[src/verilog/pli_pkg.sv]
// Package: constants and types shared by the port indicator logic
package pli_pkg;

  // ------------------------------------------------------------------
  // Geometry
  // ------------------------------------------------------------------
  localparam int PLI_PORTS = 4;
  localparam int PLI_CNT_W = 21;
  localparam int PLI_ADDR_W = 12;
  localparam int PLI_DATA_W = 32;

  // ------------------------------------------------------------------
  // Register map
  // ------------------------------------------------------------------
  localparam logic [11:0] PLI_GLOBAL_CTL_ADDR = 12'h0b1;
  localparam logic [11:0] PLI_PORT_CTL_ADDR = 12'h0b2;
  localparam logic [PLI_PORTS-1:0] PLI_PORT_CTL_RST = 4'h0;
  localparam logic PLI_GLOBAL_CTL_RST = 1'h0;
  // Read-only status fields placed above the control bits
  localparam int PLI_GLOBAL_FORCE_BIT = 0;
  localparam int PLI_GLOBAL_FAULT_BIT = 8;
  localparam int PLI_PORT_FORCE_LSB = 0;
  localparam int PLI_PORT_ACT_LSB = 8;
  localparam int PLI_PORT_LINK_LSB = 16;
  localparam int PLI_PORT_SPEED_LSB = 24;

  // ------------------------------------------------------------------
  // Timing at the 25 MHz core clock
  // ------------------------------------------------------------------
  localparam int PLI_CLK_KHZ = 25000;
  localparam int PLI_ACT_PULSE_MS = 20;
  localparam int PLI_FAST_BLINK_MS = 50;
  localparam int PLI_ACT_PULSE_CYC = PLI_ACT_PULSE_MS * PLI_CLK_KHZ;
  localparam int PLI_FAST_BLINK_CYC = PLI_FAST_BLINK_MS * PLI_CLK_KHZ;

  // ------------------------------------------------------------------
  // Carriers
  // ------------------------------------------------------------------
  typedef struct packed {
    logic link_up;
    logic partitioned;
    logic isolated;
    logic speed_100;
    logic autoneg_en;
    logic rx_activity;
  } pli_port_status_type;

  typedef struct packed {
    logic wr;
    logic rd;
    logic [PLI_ADDR_W-1:0] addr;
    logic [PLI_DATA_W-1:0] wdata;
  } pli_reg_req_type;

  typedef struct packed {
    logic [PLI_CNT_W-1:0] cnt;
    logic on;
  } pli_pulse_state_type;

  typedef struct packed {
    logic [PLI_PORTS-1:0] link;
    logic [PLI_PORTS-1:0] act;
    logic [PLI_PORTS-1:0] speed;
    logic fault;
    logic [PLI_CNT_W-1:0] blink_cnt;
    logic blink_ph;
    logic [PLI_PORTS-1:0] port_ctl;
    logic global_ctl;
    logic [PLI_DATA_W-1:0] rdata;
  } pli_top_state_type;

endpackage : pli_pkg

[src/verilog/pli_pulse.sv]
// Retriggerable pulse stretcher for one port's receive activity
`timescale 1ns/1ps

module pli_pulse
  import pli_pkg::*;
#(
  parameter int PULSE_CYC = PLI_ACT_PULSE_CYC
)
(
  input wire logic i_ref_clk,
  input wire logic i_rst,
  input wire logic i_trigger,
  output logic o_pulse
);

  localparam logic [PLI_CNT_W-1:0] LOAD = PLI_CNT_W'(PULSE_CYC - 1);

  pli_pulse_state_type state_ff;
  pli_pulse_state_type nxt_state;

  // ------------------------------------------------------------------
  // Next state
  // ------------------------------------------------------------------
  always_comb
  begin
    nxt_state = state_ff;
    // Fresh activity restarts the window so a busy port stays lit
    if (i_trigger)
    begin
      nxt_state.cnt = LOAD;
      nxt_state.on = 1'b1;
    end
    else if (state_ff.cnt != '0)
    begin
      nxt_state.cnt = state_ff.cnt - PLI_CNT_W'(1);
    end
    else
    begin
      nxt_state.on = 1'b0;
    end
  end

  always_ff @(posedge i_ref_clk or posedge i_rst)
  begin
    if (i_rst)
      state_ff <= '0;
    else
      state_ff <= nxt_state;
  end

  assign o_pulse = state_ff.on;

endmodule : pli_pulse

[src/verilog/pli_top.sv]
// Port and global LED indicator logic of the repeater
`timescale 1ns/1ps

module pli_top
  import pli_pkg::*;
#(
  parameter int ACT_PULSE_CYC = PLI_ACT_PULSE_CYC,
  parameter int FAST_BLINK_CYC = PLI_FAST_BLINK_CYC
)
(
  input wire logic i_ref_clk,
  input wire logic i_rst,
  input wire pli_port_status_type [PLI_PORTS-1:0] i_port,
  input wire logic i_supply_fault,
  input wire logic i_blink_disable,
  input wire pli_reg_req_type i_reg,
  output logic [PLI_PORTS-1:0] o_port_link_indicator,
  output logic [PLI_PORTS-1:0] o_port_activity_indicator,
  output logic [PLI_PORTS-1:0] o_port_speed_indicator,
  output logic o_global_fault_indicator,
  output logic [PLI_DATA_W-1:0] o_reg_rdata
);

  localparam logic [PLI_CNT_W-1:0] BLINK_LAST =
    PLI_CNT_W'(FAST_BLINK_CYC - 1);

  pli_top_state_type state_ff;
  pli_top_state_type nxt_state;
  logic [PLI_PORTS-1:0] act_pulse;

  // ------------------------------------------------------------------
  // Activity stretchers, one per port
  // ------------------------------------------------------------------
  genvar gi;
  generate
    for (gi = 0; gi < PLI_PORTS; gi++)
    begin : g_act
      pli_pulse
      #(
        .PULSE_CYC(ACT_PULSE_CYC)
      )
      u_pulse
      (
        .i_ref_clk(i_ref_clk),
        .i_rst(i_rst),
        .i_trigger(i_port[gi].rx_activity),
        .o_pulse(act_pulse[gi])
      );
    end
  endgenerate

  // ------------------------------------------------------------------
  // Next state
  // ------------------------------------------------------------------
  always_comb
  begin
    logic any_fault;
    logic [PLI_DATA_W-1:0] rd;
    any_fault = i_supply_fault;
    rd = '0;
    nxt_state = state_ff;

    // ----------------------------------------------------------------
    // Fast blink phase
    // ----------------------------------------------------------------
    // Shared by every port so that all blinking ports stay in step
    if (state_ff.blink_cnt == BLINK_LAST)
    begin
      nxt_state.blink_cnt = '0;
      nxt_state.blink_ph = ~state_ff.blink_ph;
    end
    else
    begin
      nxt_state.blink_cnt = state_ff.blink_cnt + PLI_CNT_W'(1);
    end

    // ----------------------------------------------------------------
    // Per-port indicators
    // ----------------------------------------------------------------
    for (int p = 0; p < PLI_PORTS; p++)
    begin
      // Isolation only darkens a port that runs at 100M
      if (i_port[p].speed_100)
      begin
        nxt_state.link[p] = i_port[p].link_up
          && !i_port[p].partitioned
          && !i_port[p].isolated;
      end
      else
      begin
        nxt_state.link[p] = i_port[p].link_up
          && !i_port[p].partitioned;
      end

      // Software hold wins over fresh activity
      if (state_ff.port_ctl[p])
      begin
        nxt_state.act[p] = 1'b0;
      end
      else
      begin
        nxt_state.act[p] = act_pulse[p];
      end

      // A fixed speed is shown even with the link down
      if (!i_port[p].autoneg_en)
      begin
        nxt_state.speed[p] = i_port[p].speed_100;
      end
      else if (i_port[p].link_up)
      begin
        nxt_state.speed[p] = i_port[p].speed_100;
      end
      else if (i_blink_disable)
      begin
        nxt_state.speed[p] = 1'b0;
      end
      else
      begin
        nxt_state.speed[p] = state_ff.blink_ph;
      end

      if (i_port[p].partitioned || i_port[p].isolated)
      begin
        any_fault = 1'b1;
      end
    end

    // ----------------------------------------------------------------
    // Global fault indicator
    // ----------------------------------------------------------------
    if (state_ff.global_ctl)
    begin
      nxt_state.fault = 1'b0;
    end
    else
    begin
      nxt_state.fault = any_fault;
    end

    // ----------------------------------------------------------------
    // Register writes
    // ----------------------------------------------------------------
    if (i_reg.wr)
    begin
      case (i_reg.addr)
        PLI_GLOBAL_CTL_ADDR:
        begin
          nxt_state.global_ctl = i_reg.wdata[PLI_GLOBAL_FORCE_BIT];
        end
        PLI_PORT_CTL_ADDR:
        begin
          nxt_state.port_ctl =
            i_reg.wdata[PLI_PORT_FORCE_LSB +: PLI_PORTS];
        end
        default:
        begin
          // Stray writes must not touch the force bits
          nxt_state.port_ctl = state_ff.port_ctl;
        end
      endcase
    end

    // ----------------------------------------------------------------
    // Register reads
    // ----------------------------------------------------------------
    // Read data holds between reads, so a slow master may take it late
    if (i_reg.rd)
    begin
      case (i_reg.addr)
        PLI_GLOBAL_CTL_ADDR:
        begin
          rd[PLI_GLOBAL_FORCE_BIT] = state_ff.global_ctl;
          rd[PLI_GLOBAL_FAULT_BIT] = any_fault;
        end
        PLI_PORT_CTL_ADDR:
        begin
          rd[PLI_PORT_FORCE_LSB +: PLI_PORTS] = state_ff.port_ctl;
          rd[PLI_PORT_ACT_LSB +: PLI_PORTS] = state_ff.act;
          rd[PLI_PORT_LINK_LSB +: PLI_PORTS] = state_ff.link;
          rd[PLI_PORT_SPEED_LSB +: PLI_PORTS] = state_ff.speed;
        end
        default:
        begin
          // Unmapped addresses read as zero
          rd = '0;
        end
      endcase
      nxt_state.rdata = rd;
    end
  end

  // ------------------------------------------------------------------
  // State register
  // ------------------------------------------------------------------
  always_ff @(posedge i_ref_clk or posedge i_rst)
  begin
    if (i_rst)
    begin
      state_ff <= '0;
      state_ff.port_ctl <= PLI_PORT_CTL_RST;
      state_ff.global_ctl <= PLI_GLOBAL_CTL_RST;
    end
    else
    begin
      state_ff <= nxt_state;
    end
  end

  assign o_port_link_indicator = state_ff.link;
  assign o_port_activity_indicator = state_ff.act;
  assign o_port_speed_indicator = state_ff.speed;
  assign o_global_fault_indicator = state_ff.fault;
  assign o_reg_rdata = state_ff.rdata;

endmodule : pli_top

[config.mk]
export PLATFORM = sky130hd
export DESIGN_NAME = pli_top
export DESIGN_NICKNAME = d
export VERILOG_FILES = /design/src/verilog/pli_pkg.sv /design/src/verilog/pli_pulse.sv /design/src/verilog/pli_top.sv
export SDC_FILE = /design/constraint.sdc
export NUM_CORES = 1
export LEC_CHECK = 0
export BUFFER_PORTS_ARGS = -buffer_cell sky130_fd_sc_hd__buf_2
export CORE_MARGIN = 2
export CORE_UTILIZATION = 35
export CTS_BUF_LIST = sky130_fd_sc_hd__clkbuf_2
export CTS_CLUSTER_SIZE = 30
export DETAILED_ROUTE_END_ITERATION = 10
export PLACE_DENSITY = 0.65
export SLEW_MARGIN = 20
export SYNTH_ARGS = -nofsm -noshare
export SYNTH_HDL_FRONTEND = slang
export SYNTH_SLANG_ARGS = --single-unit
[constraint.sdc]
create_clock -name i_ref_clk -period 4.95 [get_ports i_ref_clk]
set_input_delay 0.99 -clock i_ref_clk [delete_from_list [all_inputs] [get_ports i_ref_clk]]
set_output_delay 0.99 -clock i_ref_clk [all_outputs]
set_load 0.005 [all_outputs]
Word-level counts from Yosys, hierarchy flattened

Cells that the tools add are included.

Bits of input ports: 74
Flip-flop bits (word level): 144
Output and inout bits: 45
Logic and storage cells: 101

Mux-type cells: 41
Reductions and logical operators: 30
Add/sub/neg operators: 5
Bitwise gates (word level): 1
Equal/unequal tests: 7

Operators with widths:

| operator              | number |
|---|---|
| $mux 21               | 5 |
| $mux 22               | 4 |
| $reduce_bool 21->1    | 4 |
| $sub 21x1->21 const B | 4 |
| $mux 1                | 26 |
| $eq 12x8->1 const B   | 2 |
| $add 21x1->21 const B | 1 |
| $eq 21x21->1 const B  | 1 |
| $logic_and 1x1->1     | 8 |
| $logic_not 1->1       | 8 |
| $mux 4                | 2 |
| $ne 2x2->1 const B    | 4 |
| $reduce_bool 2->1     | 4 |
| $mux 3                | 2 |
| $logic_or 1x1->1      | 4 |
| $pmux 1 s2            | 2 |
| $reduce_and 2->1      | 2 |
| $not 1->1             | 1 |

Depth between registers and ports, before layout

Gate-level depths: netlist of the first run.

Depth in word-level cells: 6
Gate-level depth with buffers: 8
Depth with buffers taken out: 7

Modules after synthesis

Synthesis of the first run repeated with hierarchy kept, for this count alone.

Cells, all modules: 796
Area total of the unflattened synthesis: 8021.4 um^2

By module, submodules not included:

| module    | times used | cells each | area each (um^2) |
|---|---|---|---|
| pli_pulse | 4          | 139        | 1316.3 |
| pli_top   | 1          | 240        | 2756.4 |

Least setup slack after synthesis of the first run

Ideal clock, no wire load.

Path type: input-to-reg
Start: input i_reg[35] (netlist bit)
End: register state_ff, in the netlist o_reg_rdata[1]
Arrival: 2.394 ns
Slack: 2.490 ns
Path buffers: 2
Stages on the path: 7
Path through: nor4bb_1 > nand4b_1 > nor3b_1 > and2_1 > clkbuf_1 > clkbuf_1 > a22o_1

Longest elaborated chain between the ends: 2

Ends and longest elaborated chain:

| what                   | RTL line       | source |
|---|---|---|
| start: declaration     | pli_top.sv:16  | `input wire pli_reg_req_type i_reg,` |
| $eq 12x8->1            | pli_top.sv:170 | `case (i_reg.addr)` |
| $mux 3                 | pli_top.sv:170 |  |
| end signal: assignment | pli_top.sv:206 | `state_ff <= nxt_state;` |
| end: declaration       | pli_top.sv:27  | `pli_top_state_type state_ff;` |

Every way passes these cells.
A chain may end at the register's enable or synchronous reset.

Worst setup path after layout of the first run

Start: register g_act[3].u_pulse.state_ff[1] (netlist bit)
End: register g_act[3].u_pulse.state_ff[2] (netlist bit)

Longest elaborated chain between the ends: 3
Elaborated cells between the ends (all ways): 5

Ends and longest elaborated chain:

| what                     | RTL line        | source |
|---|---|---|
| start: declaration       | pli_pulse.sv:18 | `pli_pulse_state_type state_ff;` |
| start signal: assignment | pli_pulse.sv:48 | `state_ff <= nxt_state;` |
| $sub 21x1->21            | pli_pulse.sv:35 | `nxt_state.cnt = state_ff.cnt - PLI_CNT_W'(1);` |
| $mux 21                  | pli_pulse.sv:33 | `else if (state_ff.cnt != '0)` |
| $mux 22                  | pli_pulse.sv:28 | `if (i_trigger)` |

Several ways; a longest one is shown, not always the timed one. The select of a mux whose other input is x is not followed.

==> impl_metrics.yaml, run 1 <==
global_routing:
  grt_usage_pct: 13.3
  overflow: 0
  grt_pass1_vias: 4918
  grt_start_max_net_pins: 83
  antenna_found_initial: 1
  grt_pass1_wl_mm: 23.9
clock_network:
  cts_buffers: 17
  clkSinkCount: 144
  post_cts_buffers: 0
  ctsResizeCount: 0
  cts_buffer_depth: 2
  clk_pin_slew_worst_paths_ps: 200
  ctsHoldBuffers: 0
  htree_levels: 4
  clk_latency_ps: 690
  cts_tree: "done"
  clockRootBuffer: "clkbuf_2"
placement:
  placedCellCount: 999
  portBuffers: 74
  dpl.hpwl_mm: 9.60
  place_ws_ps: 2180
  finalWeightedCongestion: 0.776
synthesis:
  ys_top_cells_by_count: "dfrtp_1, nor2_1, buf_4"
  yosysMostFrequentCell: "dfrtp_1"
  synth_cell_types: 63
  synth_area_um2: 7280
  ys_ff_latch: 144
  synth_edf_count: 0
  ys_warn_count: 0
  synth_top_area_cell: "dfrtp_1"
  syn_area_per_cell_um2: 10.3
  synth-main-ff-cell: "dfrtp_1"
  yosys.area.top_type_share_pct: 49.5
  synth_cells: 704
  synthTopCellsByArea: "dfrtp_1, xnor2_1, buf_4"
  synth_async_sr_flop_share_pct: 100
  yosysSeqAreaShare_pct: 49.5
detailed_routing:
  vias: 5094
  routed_wl_mm: 13.9
  vias_per_cell: 4.95
  drc: 0
  ant_nets: 0
  wire_per_inst_um: 13.5
  drt-initial-drc-count: 269
  dr.pass1.iters: 5
outcome:
  status: "complete, no violations"
floorplanning:
  row_count: 52
  coreArea_um2: 20300
  start_util_pct: 35.9
  dieArea_um2: 22000
  dieWidth_um: 148
  die_y_um: 148
  ios: 119
setup_path:
  cp.arrival_ps: 3350
  end_kind: "register"
  cp-start-kind: "register"
  crit_buf_inv: 1
  worstSetupStartpoint: "g_act[3].u_pulse.state_ff[1]"
  cp_slowest_stage_delay_ps: 630
  reg2reg_slack_ps: 2200
  cpMaxStageDelayCell: "or3_1"
  crit_type: "reg -> reg"
  critical_path_peak_fanout: 15
  crit_chain: "inv_1 > ha_1 > nor4b_1 > nand4_1 > or3_1 > mux2i_1 > or2_1"
  required_ps: 5550
  regToRegStartpoint: "g_act[3].u_pulse.state_ff[1]"
  critPathTopFamily: "simple AND/OR/NAND/NOR gates"
pwr:
  internal-power_mw: 1.44
  p_switching_mw: 0.477
  peakVddDrop_v: 0.000120
  power_frac_seq_pct: 62.6
  pwr_density_cell_nw_per_um2: 245
  p_clk_share_pct: 32.1
  swShare_pct: 24.8
  power_frac_comb_pct: 5.3
  power.leakage_nw: 3.22
timing:
  period_share_pct: 55.5
  setup_slack_ps: 2200
  fin_setup_tns_ps: 0
  setup_viol: 0
  tightest_slew_ps: 900
  finalHoldViolations: 0
  drv_slew: 0
  rsz0062_at_grt: "no"
  skew_ps: 28.0
  max_freq_ghz: 0.364
  period_needed_ps: 2750
  relSlewSlack_pct: 39.9
  hold_ws_ps: 403
worst_hold_path:
  min_path_type: "in -> async"
cells_and_area:
  drive_gt1_share_pct: 15.8
  synthToLayoutAreaGrowth_pct: 7.61
  nFillCells: 2046
  stdcell_count: 1029
  finalNetCount: 831
run:
  maxCapViolCount: 0
[layer usage]
metal / share of wire (%) / global-route usage (%)
met1: 48 / 17.5
met2: 48 / 21.9
met3: 2.9 / 2.73
met4: 1.3 / 4.52
met5: 0 / 0
[flip-flops by register name, summed over array words and instances, names as in the netlist]
signal and flops:
o_global_fault_indicator 1, g_act.u_pulse.state_ff 84, o_port_activity_indicator 4, o_port_link_indicator 4
o_reg_rdata 16, o_port_speed_indicator 4, state_ff 27, g_act.u_pulse.o_pulse 4
[final cells by class]
class / instances / area, um2 / area share, %
well taps: 270 / 338 / 4.31
repair buffers: 76 / 385 / 4.92
multi-input cells: 486 / 3220 / 41.1
clock inverters: 10 / 97.6 / 1.25
flip-flops and latches: 144 / 3600 / 46.0
diodes: 1 / 2.50 / 0.0319
inverters: 23 / 91.3 / 1.17
clock buffers: 19 / 95.1 / 1.21
[power by group through the flow]
stage	clock (mW)	sequential [mW]	combinational, mW
after floorplan	0	1.22	0.0753
after global placement	0	1.22	0.102
after detailed placement	0	1.22	0.104
after CTS	0.642	1.20	0.105
after global routing	0.690	1.20	0.118
final	0.617	1.20	0.102
[cells by family after synthesis]
| group | count (synthesis) | synth area share, % |
|---|---|---|
| muxes | 13 | 1.91 |
| and+or+nand+nor | 269 | 20.6 |
| xor gates and xnor gates | 75 | 9.02 |
| adders and majority gates | 9 | 1.55 |
| DFF | 144 | 49.5 |
| AOI/OAI and AO/OA | 104 | 10.3 |
| other | 1 | 0.0515 |
| buffers and inverters | 89 | 7.03 |
[through the flow]
| step | utilization, % | area (um2) | total power, mW |
|---|---|---|---|
| floorplan | - | 7340 | 1.29 |
| global placement | 37.6 | 7640 | 1.32 |
| detailed placement | 37.6 | 7640 | 1.33 |
| CTS | 38.6 | 7830 | 1.95 |
| global route | 38.6 | 7830 | 2.01 |
| finish | 38.6 | 7830 | 1.92 |
[cells in the final DEF (no fill, tap or decap), types with 7 or more instances in the layout]
| cell | instances |
|---|---|
| a22o_1 | 14 |
| nor2_1 | 71 |
| or4_1 | 9 |
| nor2b_1 | 9 |
| xor2_1 | 37 |
| clkbuf_2 | 19 |
| o31ai_1 | 8 |
| conb_1 | 16 |
| a2111oi_0 | 7 |
| or3_1 | 10 |
| inv_1 | 22 |
| nor3_1 | 25 |
| dfrtp_1 | 144 |
| xnor2_1 | 38 |
| nor4b_1 | 7 |
| buf_2 | 74 |
| o21ai_0 | 11 |
| nand3_1 | 17 |
| a211oi_1 | 10 |
| nor4_1 | 17 |
| a21oi_1 | 19 |
| nand2_1 | 30 |
| ha_1 | 9 |
| nand4_1 | 13 |
| nand2b_1 | 20 |
[final timing paths]
kind | end | cells past startpoint
setup / recovery | g_act[3].u_pulse.state_ff[2] | 7
hold / removal | o_reg_rdata[3] | 2
setup reg to reg | g_act[3].u_pulse.state_ff[2] | 7
hold reg to reg | o_port_activity_indicator[0] | 1
max in group asynchronous | state_ff[39] | 3
min in group i_ref_clk | o_port_link_indicator[0] | 2
[worst register-to-register path, cell delays in order (launching register included)]
cell     delay (ps)
dfrtp_1         430
inv_1           120
ha_1            160
nor4b_1         390
nand4_1         590
or3_1           630
mux2i_1         140
or2_1           200
(Power assumes the default switching activity.)
==> run 2: changes to the inputs <==
- clock period: 4.95 -> 2.38 ns (I/O delays scaled with it)
==> run 2 against run 1 <==
Wire length increased by 3.8%. Final cell count increased by 3.9%. Fmax increased by 24%. Critical path depth increased by 1. Sequential power increased by 110%. Sequential cell count unchanged. Clock power increased by 110%. Worst setup slack got worse by 2000 ps. Utilization increased by 1.8 points. Final area increased by 4.6%. Via count increased by 3.5%. Count of clock-buffer cells in the layout increased by 4. Critical endpoint is now g_act[1].u_pulse.state_ff[1].
==> impl_metrics.yaml, run 2 (synthesis gave the netlist of run 1 again) <==
timing:
  setup_slack_ps: 172
  max_freq_ghz: 0.453
  tightest_slew_ps: 628
  finalHoldViolations: 0
  fin_setup_tns_ps: 0
  rsz0062_at_grt: "no"
  relSlewSlack_pct: 58.1
  period_needed_ps: 2210
  period_share_pct: 92.8
  drv_slew: 0
  setup_viol: 0
  skew_ps: 26.2
  hold_ws_ps: 87.5
setup_path:
  cp-start-kind: "register"
  cp.arrival_ps: 2790
  cp_slowest_stage_delay_ps: 490
  critPathTopFamily: "simple AND/OR/NAND/NOR gates"
  end_kind: "register"
  cpMaxStageDelayCell: "or4b_1"
  critical_path_peak_fanout: 7
  required_ps: 2970
  crit_buf_inv: 2
  crit_type: "reg -> reg"
  crit_chain: "inv_1 > ha_1 > or4b_1 > nor4_4 > buf_4 > and2_1 > xnor2_1 > nand2b_1"
clock_network:
  clk_latency_ps: 680
  post_cts_buffers: 0
  clockRootBuffer: "clkbuf_2"
  htree_levels: 4
  cts_tree: "done"
  clk_pin_slew_worst_paths_ps: 190
  clkSinkCount: 144
  cts_buffer_depth: 2
  cts_buffers: 17
cells_and_area:
  synthToLayoutAreaGrowth_pct: 12.5
  finalNetCount: 869
  regMostFlops: "g_act.u_pulse.state_ff"
  largest_register_ff_count: 84
  design_area_um2: 8190
  final_core_util_pct: 40.4
  drive_gt1_share_pct: 18.3
  final_common_cell: "dfrtp_1"
  stdcell_count: 1069
  mostFrequentLayoutCells: "dfrtp_1, buf_2, nor2_1, xnor2_1, xor2_1"
floorplanning:
  start_util_pct: 35.9
  ios: 119
  die_y_um: 148
  coreArea_um2: 20300
  dieArea_um2: 22000
  dieWidth_um: 148
  row_count: 52
pwr:
  swShare_pct: 24.3
  power_frac_comb_pct: 5.8
  p_total_mw: 4.04
  p_clk_share_pct: 32.4
  power_frac_seq_pct: 61.9
  internal-power_mw: 3.06
  pwr_density_cell_nw_per_um2: 493
  peakVddDrop_v: 0.000222
  power.leakage_nw: 3.42
  p_switching_mw: 0.983
placement:
  placedCellCount: 1020
  dpl.hpwl_mm: 10.1
  portBuffers: 74
  finalWeightedCongestion: 0.786
  placed_area_um2: 7810
  place_ws_ps: 200
detailed_routing:
  routed_wl_mm: 14.5
  ant_nets: 0
  drc: 0
  vias_per_cell: 4.93
  wire_per_inst_um: 13.5
  drt-initial-drc-count: 294
  dr.pass1.iters: 4
  vias: 5273
outcome:
  status: "complete, no violations"
global_routing:
  antenna_found_initial: 1
  grt_pass1_wl_mm: 25.0
  grt_pass1_vias: 5114
  grt_start_max_net_pins: 111
  overflow: 0
  grt_usage_pct: 14.0
worst_hold_path:
  min_path_type: "in -> reg"
run:
  maxCapViolCount: 0
run 2: changes by cell type in the layout (fill, tap and decap cells not counted), moves of 2 or more:
cell	before	now
buf_4	2	22
dlygate4sd3_1	0	17
clkbuf_2	19	23
clkinv_1	4	2
run 2: path summary, 6_finish.rpt:
path / startpoint / endpoint / slack (ps) / cells after the start
min in group asynchronous: i_rst / g_act[1].u_pulse.state_ff[18] / 450 / 4
setup reg to reg: g_act[1].u_pulse.state_ff[1] / g_act[1].u_pulse.state_ff[1] / 170 / 8
hold reg to reg: state_ff[36] / o_port_activity_indicator[3] / 460 / 1
hold / removal: i_port[21] / o_global_fault_indicator / 90 / 3
setup / recovery: g_act[1].u_pulse.state_ff[1] / g_act[1].u_pulse.state_ff[1] / 170 / 8
max in group asynchronous: i_rst / g_act[2].u_pulse.state_ff[2] / 1410 / 4
run 2: timing repair:
item | CTS | global route
hold endpoints to repair | 157 | 0
setup endpoints to repair | 0 | 4
hold buffers | 17 | 0
resized for setup | 0 | 2
run 2: final cells by class:
class | count | area (um2)
fillers | 2008 | 12100
inverters | 23 | 90.1
well taps | 270 | 338
diodes | 1 | 2.50
clock buffers | 23 | 115
clock inverters | 8 | 90.1
repair buffers | 114 | 726
multi-input cells | 486 | 3230
flip-flops and latches | 144 | 3600
run 2: power groups by stage:
stage / clock (mW) / combinational (mW) / sequential [mW]
global route: 1.47 / 0.271 / 2.51
finish: 1.31 / 0.234 / 2.50
floorplan: 0 / 0.157 / 2.53
global placement: 0 / 0.214 / 2.54
CTS: 1.37 / 0.238 / 2.50
detailed placement: 0 / 0.216 / 2.54
run 2: layer usage:
metal / global-route usage (%) / part of all wire [%] / routed length (um)
met2: 21.6 / 46 / 6700
met1: 19.3 / 48 / 6960
met3: 3.80 / 3.6 / 517
met5: 0 / 0 / 0
met4: 4.52 / 2.0 / 292
run 2: tightest hold or removal path, stage by stage:
cell and delay (ps):
buf_2 90, nor2_1 50, a31oi_1 120
==> run 3: changes to the inputs <==
- RECOVER_POWER: not set -> 50
==> run 3 against run 2 <==
Die area did not move. Sequential share of layout area grew 0.11 points. Register-to-register slack about the same. Clock power about the same. First-iteration DRC count rose by 2.0%. Global-route usage did not move. Wire length barely moved. Count of clock-buffer cells in the layout did not move. Sequential cell count did not move. Via count about the same. Largest power group unchanged. Clock skew fell by 1.8 ps. Non-clock buffer count unchanged.
==> impl_metrics.yaml, run 3 (synthesis gave the netlist of run 1 again) <==
cells_and_area:
  mostFrequentLayoutCells: "dfrtp_1, buf_2, nor2_1, xnor2_1, xor2_1"
  synthToLayoutAreaGrowth_pct: 12.3
  largest_register_ff_count: 84
  stdcell_count: 1069
  drive_gt1_share_pct: 18.0
  regMostFlops: "g_act.u_pulse.state_ff"
  final_core_util_pct: 40.3
  final_common_cell: "dfrtp_1"
  nFillCells: 2013
  finalNetCount: 869
global_routing:
  grt_start_max_net_pins: 111
  grt_pass1_vias: 5114
  antenna_found_initial: 1
  grt_usage_pct: 14.0
  grt_pass1_wl_mm: 25.0
  overflow: 0
detailed_routing:
  drc: 0
  ant_nets: 0
  routed_wl_mm: 14.5
  vias_per_cell: 4.93
  vias: 5270
  wire_per_inst_um: 13.5
  drt-initial-drc-count: 300
  dr.pass1.iters: 4
timing:
  rsz0062_at_grt: "no"
  period_share_pct: 92.8
  relSlewSlack_pct: 0.957
  tightest_slew_ps: 1490
  drv_slew: 0
  setup_viol: 0
  skew_ps: 24.4
  period_needed_ps: 2210
  finalHoldViolations: 0
  max_freq_ghz: 0.453
  fin_setup_tns_ps: 0
setup_path:
  cp.arrival_ps: 2800
  crit_type: "reg -> reg"
  critical_path_peak_fanout: 7
  critPathTopFamily: "simple AND/OR/NAND/NOR gates"
  cp-start-kind: "register"
  regToRegStartpoint: "g_act[1].u_pulse.state_ff[1]"
  crit_buf_inv: 2
  cp_slowest_stage_delay_ps: 490
  worst_r2r_path_depth: 8
  required_ps: 2970
  reg2reg_to: "g_act[1].u_pulse.state_ff[1]"
  cpMaxStageDelayCell: "or4b_1"
  end_kind: "register"
  worstSetupStartpoint: "g_act[1].u_pulse.state_ff[1]"
  crit_chain: "inv_1 > ha_1 > or4b_1 > nor4_4 > buf_4 > and2_1 > xnor2_1 > nand2b_1"
  reg2reg_slack_ps: 170
clock_network:
  clk_pin_slew_worst_paths_ps: 190
  cts_buffer_depth: 2
  clkSinkCount: 144
  clk_latency_ps: 680
  post_cts_buffers: 0
  cts_buffers: 17
  clockRootBuffer: "clkbuf_2"
  cts_tree: "done"
  htree_levels: 4
floorplanning:
  coreArea_um2: 20300
  dieWidth_um: 148
  dieArea_um2: 22000
  die_y_um: 148
  ios: 119
  row_count: 52
  start_util_pct: 35.9
worst_hold_path:
  min_path_type: "in -> reg"
  whs_path_depth: 3
  hold_end: "o_global_fault_indicator"
  hold_start: "i_port[21]"
placement:
  placedCellCount: 1020
  finalWeightedCongestion: 0.786
  dpl.hpwl_mm: 10.1
  portBuffers: 74
pwr:
  peakVddDrop_v: 0.000223
  power.leakage_nw: 3.41
  pwr_density_cell_nw_per_um2: 494
run:
  maxCapViolCount: 0
outcome:
  status: "complete, no violations"
[run 3: cell count changes in the layout (fill, tap and decap cells not counted), sizes merged]
cell    delta
clkbuf     +4
buf        -4
[run 3: what timing repair did]
action / 4_1_cts / 5_1_grt
setup endpoints to repair: 0 / 4
hold buffers: 17 / 0
hold endpoints to repair: 157 / 0
resized for setup: 0 / 2
[run 3: worst reg2reg max path: stages, from the launching register on]
cell,delay (ps)
dfrtp_1,430
inv_1,120
ha_1,150
or4b_1,490
nor4_4,280
buf_4,200
and2_1,240
xnor2_1,150
nand2b_1,70
[run 3: area by class of cell]
cell class	instances	area, um2	share of cell area [%]
clock inverters	8	90.1	1.10
flip-flops and latches	144	3600	44.1
repair buffers	114	708	8.67
clock buffers	23	115	1.41
inverters	23	87.6	1.07
well taps	270	338	4.13
diodes	1	2.50	0.0306
multi-input cells	486	3230	39.5
[run 3: how the worst max path moves through the flow]
| stage | to | slack [ps] | cells after the start |
|---|---|---|---|
| detailed placement | g_act[1].u_pulse.state_ff[1] | 200 | 8 |
| global route | g_act[1].u_pulse.state_ff[1] | 10 | 8 |
| CTS | g_act[1].u_pulse.state_ff[1] | 160 | 8 |
| global placement | g_act[1].u_pulse.state_ff[1] | 220 | 8 |
| floorplan | g_act[0].u_pulse.o_pulse | 100 | 1 |
| finish | g_act[1].u_pulse.state_ff[1] | 170 | 8 |
[run 3: per-layer routing]
metal / global-route usage (%) / vias up / wire length, um
li1: - / 2612 / -
met1: 19.3 / 2551 / 6970
met2: 21.6 / 88 / 6710
met5: 0 / - / 0
met4: 4.52 / 0 / 292
met3: 3.80 / 19 / 502
[run 3: power breakdown]
group / leakage, nW / internal [mW] / switching [mW]
Clock: 0.139 / 0.489 / 0.821
Sequential: 1.73 / 2.47 / 0.0253
Combinational: 1.54 / 0.0913 / 0.138
Total: 3.41 / 3.05 / 0.984
[run 3: metrics by stage]
step / total power, mW / setup slack [ps] / hold WS, ps / instance area, um2
2_1_floorplan: 2.69 / 99.0 / 408 / 7340
3_3_place_gp: 2.76 / 215 / 435 / 7810
3_5_place_dp: 2.76 / 200 / 441 / 7810
4_1_cts: 4.10 / 162 / 9.15 / 8180
5_1_grt: 4.24 / 13.5 / 26.6 / 8170
6_report: 4.04 / 172 / 85.1 / 8170
